==> config.mk <==
export PLATFORM = sky130hd
export DESIGN_NAME = primary_bus_hold_arbiter
export DESIGN_NICKNAME = d
export VERILOG_FILES = /design/src/rtl/bus_yield_pkg.sv /design/src/rtl/pending_write_slot.sv /design/src/rtl/primary_bus_hold_arbiter.sv /design/src/rtl/yield_request_sampler.sv
export VERILOG_INCLUDE_DIRS = /design/src /design/src/rtl
export SDC_FILE = /design/constraint.sdc
export NUM_CORES = 1
export LEC_CHECK = 0
export CORE_UTILIZATION = 45
export DETAILED_ROUTE_END_ITERATION = 8
export DONT_BUFFER_PORTS = 1
export SYNTH_ARGS = -nofsm -noshare
export SYNTH_HDL_FRONTEND = slang
export SYNTH_HIERARCHICAL = 1
export SYNTH_SLANG_ARGS = --single-unit
==> constraint.sdc <==
create_clock -name core_clk_i -period 2.36 [get_ports core_clk_i]
set_input_delay 0.472 -clock core_clk_i [delete_from_list [all_inputs] [get_ports core_clk_i]]
set_output_delay 0.472 -clock core_clk_i [all_outputs]
set_load 0.03 [all_outputs]
==> src/rtl/bus_yield_map.svh <==
// Constants for the primary bus yield logic
// Assumes inclusion by bare name from rtl sources
`ifndef BUS_YIELD_MAP_SVH
`define BUS_YIELD_MAP_SVH
`define ADDR_WIDTH       24
`define DATA_WIDTH       32
`define GRANT_HOLD_CYC   1
`define RW_IDLE_VALUE    1'b1
`endif

==> src/rtl/bus_yield_pkg.sv <==
// Types for the primary bus yield logic
// Assumes bus_yield_map.svh sits in the include path
`include "bus_yield_map.svh"
package bus_yield_pkg;
  typedef enum logic [2:0] {
    ST_OWN,
    ST_STROBE_HIGH,
    ST_YIELDED,
    ST_GRANT_TAIL,
    ST_RESUME
  } yield_state_t;

  typedef struct packed {
    logic                     rd;
    logic                     wr;
    logic [`ADDR_WIDTH-1:0]   addr;
    logic [`DATA_WIDTH-1:0]   wdata;
  } core_req_t;

  typedef struct packed {
    logic                     strobe_n;
    logic                     rw;
    logic [`ADDR_WIDTH-1:0]   addr;
    logic [`DATA_WIDTH-1:0]   data;
    logic                     ctl_oe;
    logic                     data_oe;
  } bus_drive_t;
endpackage

==> src/rtl/pending_write_slot.sv <==
// Holds one posted primary-bus write
// Assumes the owner drains it when the bus returns
`timescale 1ns/100ps
`default_nettype none
module pending_write_slot
  import bus_yield_pkg::*;
(
  input  wire logic      core_clk_i,
  input  wire logic      rst_i,
  input  wire logic      load_i,
  input  wire core_req_t req_i,
  input  wire logic      drain_i,
  output logic           full_o,
  output core_req_t      slot_o
);
  logic      full_q;
  logic      full_d;
  core_req_t slot_q;
  core_req_t slot_d;

  always_comb begin
    full_d = full_q;
    slot_d = slot_q;
    if (drain_i) begin
      full_d = 1'b0;
    end
    if (load_i) begin
      full_d = 1'b1;
      slot_d = req_i;
    end
  end

  always_ff @(posedge core_clk_i or posedge rst_i) begin
    if (rst_i) begin
      full_q <= 1'b0;
      slot_q <= '0;
    end else begin
      full_q <= full_d;
      slot_q <= slot_d;
    end
  end

  assign full_o = full_q;
  assign slot_o = slot_q;
endmodule
`default_nettype wire

==> src/rtl/primary_bus_hold_arbiter.sv <==
// Primary bus yield arbiter: hands the bus to an external master
// Assumes phase1_clock is a synchronous level input of core_clk_i
`timescale 1ns/100ps
`default_nettype none
// Function
// RULE_01: Take asynchronous request, one cycle slack allowed
// RULE_02: Sample request, update grant on phase-1 fall
// RULE_03: No primary-bus accesses while request asserted
// RULE_04: Core runs until bus access, then stalls
// RULE_05: Post first write, stall on second
// RULE_06: Disable bit overrides the request
// RULE_07: Disable bit ends hold, blocks new ones
// RULE_08: Grant low until one cycle after release
// RULE_09: Drive strobe high before releasing it
// RULE_10: Float strobe, rw, address, data during hold
// RULE_11: Redrive strobe, rw, address on phase-1 fall
// RULE_12: Master drives only while grant low
module primary_bus_hold_arbiter
  import bus_yield_pkg::*;
(
  input  wire logic      core_clk_i,
  input  wire logic      rst_i,
  input  wire logic      phase1_clock_i,
  input  wire logic      hold_req_n_i,
  input  wire logic      yield_disable_i,
  input  wire logic      post_write_en_i,
  input  wire core_req_t core_req_i,
  output logic           core_stall_o,
  output logic           bus_yield_grant_n_o,
  output logic           bus_busy_o,
  output bus_drive_t     bus_o
);
  yield_state_t state_q;
  yield_state_t state_d;
  logic         ph1_q;
  logic         ph1_fall;
  logic         req_sampled;
  logic         req_eff;
  logic         grant_n_q;
  logic         grant_n_d;
  logic         slot_full;
  logic         slot_load;
  logic         slot_drain;
  core_req_t    slot_req;
  bus_drive_t   bus_q;
  bus_drive_t   bus_d;
  logic         core_access;
  logic         yielding;
  logic         ph1_d;
  logic [1:0]   tail_cnt_q;
  logic [1:0]   tail_cnt_d;
  logic         tail_done;

  // Phase-1 falling edge between two samples
  function automatic logic fall_of(input logic prev, input logic cur);
    fall_of = prev & ~cur;
  endfunction

  // States that keep the core off the bus
  function automatic logic core_blocked(input yield_state_t s);
    case (s)
      ST_OWN:  core_blocked = 1'b0;
      default: core_blocked = 1'b1;
    endcase
  endfunction

  // States in which the bus is being handed to or may be owned by the far master
  function automatic logic is_yielding(input yield_state_t s);
    case (s)
      ST_OWN:    is_yielding = 1'b0;
      ST_RESUME: is_yielding = 1'b0;
      default:   is_yielding = 1'b1;
    endcase
  endfunction

  // States in which the grant stands low
  function automatic logic grant_held(input yield_state_t s);
    case (s)
      ST_YIELDED:    grant_held = 1'b1;
      ST_GRANT_TAIL: grant_held = 1'b1;
      default:       grant_held = 1'b0;
    endcase
  endfunction

  // Bus image of one access taken from a request
  function automatic bus_drive_t drive_access(input core_req_t r);
    drive_access          = '0;
    drive_access.strobe_n = 1'b0;
    drive_access.rw       = ~r.wr;
    drive_access.addr     = r.addr;
    drive_access.data     = r.wdata;
    drive_access.ctl_oe   = 1'b1;
    drive_access.data_oe  = r.wr;
  endfunction

  // Phase-1 level history
  always_comb begin
    ph1_d = phase1_clock_i;
  end

  always_ff @(posedge core_clk_i or posedge rst_i) begin
    if (rst_i) begin
      ph1_q <= 1'b0;
    end else begin
      ph1_q <= ph1_d;
    end
  end

  assign ph1_fall = fall_of(ph1_q, phase1_clock_i);

  // RULE_01: sampled request
  yield_request_sampler u_sampler (
    .core_clk_i    (core_clk_i),
    .rst_i         (rst_i),
    .phase1_fall_i (ph1_fall),
    .hold_req_n_i  (hold_req_n_i),
    .hold_req_o    (req_sampled)
  );

  // RULE_06: disable overrides request
  assign req_eff = req_sampled & ~yield_disable_i;

  assign core_access = core_req_i.rd | core_req_i.wr;
  assign yielding    = is_yielding(state_q);

  // RULE_05: post first write during hold
  assign slot_load  = yielding & post_write_en_i & core_req_i.wr & ~slot_full;
  assign slot_drain = (state_q == ST_OWN) & slot_full;

  pending_write_slot u_slot (
    .core_clk_i (core_clk_i),
    .rst_i      (rst_i),
    .load_i     (slot_load),
    .req_i      (core_req_i),
    .drain_i    (slot_drain),
    .full_o     (slot_full),
    .slot_o     (slot_req)
  );

  // RULE_04: stall core on bus access during hold
  always_comb begin
    core_stall_o = 1'b0;
    // RULE_03: hold off core on sampled request
    if (core_blocked(state_q)) begin
      core_stall_o = core_access & ~slot_load;
    end else if (slot_full || req_eff) begin
      core_stall_o = core_access;
    end
  end

  always_comb begin
    state_d   = state_q;
    case (state_q)
      ST_OWN: begin
        // RULE_09: strobe high on phase-1 fall
        if (ph1_fall && req_eff) begin
          state_d = ST_STROBE_HIGH;
        end
      end
      ST_STROBE_HIGH: begin
        // RULE_02: grant after phase-1 fall
        if (!req_eff) begin
          state_d = ST_RESUME;
        end else if (ph1_fall) begin
          state_d   = ST_YIELDED;
        end
      end
      ST_YIELDED: begin
        // RULE_07: disable ends hold
        if (yield_disable_i) begin
          state_d   = ST_RESUME;
        end else if (ph1_fall && !req_sampled) begin
          state_d = ST_GRANT_TAIL;
        end
      end
      ST_GRANT_TAIL: begin
        // RULE_08: one phase-1 cycle tail
        if (tail_done || yield_disable_i) begin
          state_d   = ST_RESUME;
        end
      end
      ST_RESUME: begin
        // RULE_11: redrive on phase-1 fall
        if (ph1_fall) begin
          state_d = ST_OWN;
        end
      end
      default: begin
        state_d   = ST_OWN;
      end
    endcase
  end

  // RULE_08: phase-1 cycles of grant tail
  always_comb begin
    tail_cnt_d = tail_cnt_q;
    if (state_q != ST_GRANT_TAIL) begin
      tail_cnt_d = 2'h0;
    end else if (ph1_fall && !tail_done) begin
      tail_cnt_d = tail_cnt_q + 2'h1;
    end
  end

  assign tail_done = ph1_fall && (tail_cnt_q == 2'(`GRANT_HOLD_CYC - 1));

  always_ff @(posedge core_clk_i or posedge rst_i) begin
    if (rst_i) begin
      tail_cnt_q <= 2'h0;
    end else begin
      tail_cnt_q <= tail_cnt_d;
    end
  end

  // RULE_02: grant low only while yielded or in grant tail
  always_comb begin
    grant_n_d = ~grant_held(state_d);
  end

  always_ff @(posedge core_clk_i or posedge rst_i) begin
    if (rst_i) begin
      grant_n_q <= 1'b1;
    end else begin
      grant_n_q <= grant_n_d;
    end
  end

  always_comb begin
    bus_d          = bus_q;
    bus_d.strobe_n = 1'b1;
    bus_d.rw       = `RW_IDLE_VALUE;
    case (state_d)
      ST_OWN: begin
        bus_d.ctl_oe  = 1'b1;
        bus_d.data_oe = 1'b0;
        // RULE_03: access only when bus owned
        if (slot_drain) begin
          bus_d = drive_access(slot_req);
        end else if (core_access && state_q == ST_OWN && !req_eff) begin
          bus_d = drive_access(core_req_i);
        end
      end
      ST_STROBE_HIGH: begin
        bus_d.ctl_oe  = 1'b1;
        bus_d.data_oe = 1'b0;
      end
      ST_YIELDED, ST_GRANT_TAIL: begin
        // RULE_10: float strobe, rw, address, data
        bus_d.ctl_oe  = 1'b0;
        bus_d.data_oe = 1'b0;
      end
      ST_RESUME: begin
        bus_d.ctl_oe  = 1'b0;
        bus_d.data_oe = 1'b0;
      end
      default: begin
        bus_d.ctl_oe  = 1'b1;
        bus_d.data_oe = 1'b0;
      end
    endcase
  end

  always_ff @(posedge core_clk_i or posedge rst_i) begin
    if (rst_i) begin
      state_q <= ST_OWN;
    end else begin
      state_q <= state_d;
    end
  end

  always_ff @(posedge core_clk_i or posedge rst_i) begin
    if (rst_i) begin
      bus_q <= '{strobe_n: 1'b1, rw: 1'b1, addr: '0, data: '0, ctl_oe: 1'b1, data_oe: 1'b0};
    end else begin
      bus_q <= bus_d;
    end
  end

  assign bus_yield_grant_n_o = grant_n_q;
  assign bus_busy_o          = yielding;
  assign bus_o               = bus_q;
endmodule
`default_nettype wire

==> src/rtl/yield_request_sampler.sv <==
// Samples the yield request on the phase-1 falling edge
// Assumes request is synchronous to core_clk_i
`timescale 1ns/100ps
`default_nettype none
module yield_request_sampler (
  input  wire logic core_clk_i,
  input  wire logic rst_i,
  input  wire logic phase1_fall_i,
  input  wire logic hold_req_n_i,
  output logic      hold_req_o
);
  logic req_q;
  logic req_d;

  always_comb begin
    req_d = req_q;
    if (phase1_fall_i) begin
      req_d = ~hold_req_n_i;
    end
  end

  always_ff @(posedge core_clk_i or posedge rst_i) begin
    if (rst_i) begin
      req_q <= 1'b0;
    end else begin
      req_q <= req_d;
    end
  end

  assign hold_req_o = req_q;
endmodule
`default_nettype wire

==> impl_metrics.toml <==
[die]
core_sq_um = 12300
die_h_um = 115
start_util = 0.471
dieArea_sq_um = 13300
io_pins = 127
placement_rows = 40
fp.dieW_um = 115

[cts]
clk_latency_ps = 410
numCtsBuffers = 17
cts_setup_buffers = 0
root_buffer = "clkbuf_16"
cts_buffer_depth = 2
clk_pin_slew_worst_paths_ps = 50
cts.sinks = 126
cts.htree.levels = 4
cts_tree = "done"

[route]
vias_per_cell = 5.36
num_vias = 3034
drt_pass1_iterations = 4
wirelength_um = 11000
drt_iter0_markers = 92
ant_nets = 0
drc = 0
wl_per_cell_um = 19.5

[yosys]
syn_inst = 374
ys_warn_count = 6
syn-num-nets = 439
syn_area_sq_um = 5770
synth.avg_cell_area_sq_um = 15.4

[layout]
num-nets-final = 450
syn_to_final_growth_pct = 13.7
drive_above_1_share = 0.560
stdcell_area_sq_um = 6560
fillers = 1014
fin_util = 0.535
n_antenna_cell = 0

[hold_path]
min_delay_path_depth = 0
min_to = "ph1_q"
hold_start = "phase1_clock_i"
hold_class = "in2reg"

[status]
status = "complete, no violations"

[worst_setup_path]
crit_required_ps = 1890
critPathKind = "reg2out"
r2r_end = "bus_o[21]"
path_max_fanout = 9
rr_startpoint = "tail_cnt_q[0]"
r2r_cells = 7
crit_path_end_kind = "primary output"
crit_arrival_ps = 1730
start_kind = "flop"
r2r_setup_slack_ps = 260

[sta]
hold_ws_ps = 89.0
period_needed_ps = 2200
fmax_mhz = 454
rsz0062_at_grt = "no"
finalSetupViolCount = 0
min_period_over_period = 0.932
slew_violations = 0
hold_viol_final = 0
final.setup.tns_ps = 0
relSlewSlack = 0.646
fin_worst_skew_ps = 9.11
worst_slew_pin_slew_ps = 524

[placement]
dpl_cell_area_sq_um = 5970
io_buffers = 0
hpwl_um = 7300
place_congestion = 0.805

[global_routing]
grt_max_degree = 32
grtUsageTotal = 0.184
grt_first_pass_wirelength_um = 18100
grt_pass1_vias = 3398
grt-ovfl-total = 0
antenna_found_initial = 0

[pwr]
ir_worst_vdd_mv = 0.647
leakage_nw = 2.85
p_per_area_nw_per_um2 = 1520

[job]
drv_cap = 0
[layout by cell type (no fill, tap or decap), types with 2 or more instances in the layout]
master	count
a211oi_1	2
a21o_1	2
a21oi_1	2
buf_12	7
buf_4	5
clkbuf_1	4
clkbuf_16	17
clkbuf_8	6
clkinv_2	3
dfrtp_1	122
dfstp_2	4
inv_1	12
inv_2	3
mux2_2	131
mux2_4	38
nand2_1	3
nor2_1	7
nor3_1	2
o21ai_0	2
xnor2_1	2
[timing repair]
| action | in CTS | in global routing |
|---|---|---|
| endpoints found under the setup margin | 0 | 1 |
| hold buffers | 1 | 0 |
| gates resized for setup | 0 | 1 |
| endpoints found under the hold margin | 27 | 0 |
[worst max-delay path by stage]
stage                        from            to  slack, ps  cells past startpoint
finish                 state_q[1]  core_stall_o        160                      4
floorplan                   rst_i      bus_o[0]        210                      1
CTS                    state_q[1]  core_stall_o         10                      4
global placement    tail_cnt_q[0]     bus_o[22]        300                      7
detailed placement  tail_cnt_q[0]     bus_o[21]        250                      7
global route           state_q[1]  core_stall_o         60                      4
[through the flow]
stage	cells	worst slack [ps]	power [mW]
finish	566	159	9.98
CTS	566	12.8	10.1
global route	566	58.5	10.5
floorplan	374	211	7.05
detailed placement	533	254	7.55
global placement	533	300	7.46
[cell type report]
type | count | area (sq um) | area share
multi-input combinational | 212 | 2370 | 0.361
clock inverter | 5 | 52.6 | 0.00801
tap | 168 | 210 | 0.0321
inverter | 15 | 56.3 | 0.00859
clock buffer | 27 | 523 | 0.0798
timing repair buffer | 13 | 188 | 0.0286
sequential | 126 | 3160 | 0.482
[power breakdown]
group / internal (mW) / switching (mW)
sequential: 3.20 / 1.69
clock: 1.61 / 0.892
combinational: 1.70 / 0.883
[routing by layer]
| metal | wire (um) | part of all wire | vias to the layer above | global-route usage |
|---|---|---|---|---|
| li1 | - | - | 1361 | - |
| met1 | 4470 | 0.41 | 1557 | 0.216 |
| met2 | 5370 | 0.49 | 106 | 0.286 |
| met3 | 1080 | 0.098 | 10 | 0.0949 |
| met4 | 114 | 0.010 | 0 | 0.0701 |
| met5 | 0 | 0 | - | 0 |
[sequential cells by signal (all words and copies together) (netlist names)]
name	count
ph1_q	1
u_sampler/hold_req_o	1
bus_o	60
tail_cnt_q	2
u_slot/slot_o	57
u_slot/full_o	1
bus_yield_grant_n_o	1
state_q	3
[worst max-delay path: stages (launching register included)]
cell     delay [ps]
dfrtp_1         510
nor2_2          140
nor3_4          390
nor3_1           90
buf_4           180
(Power assumes the default switching activity.)
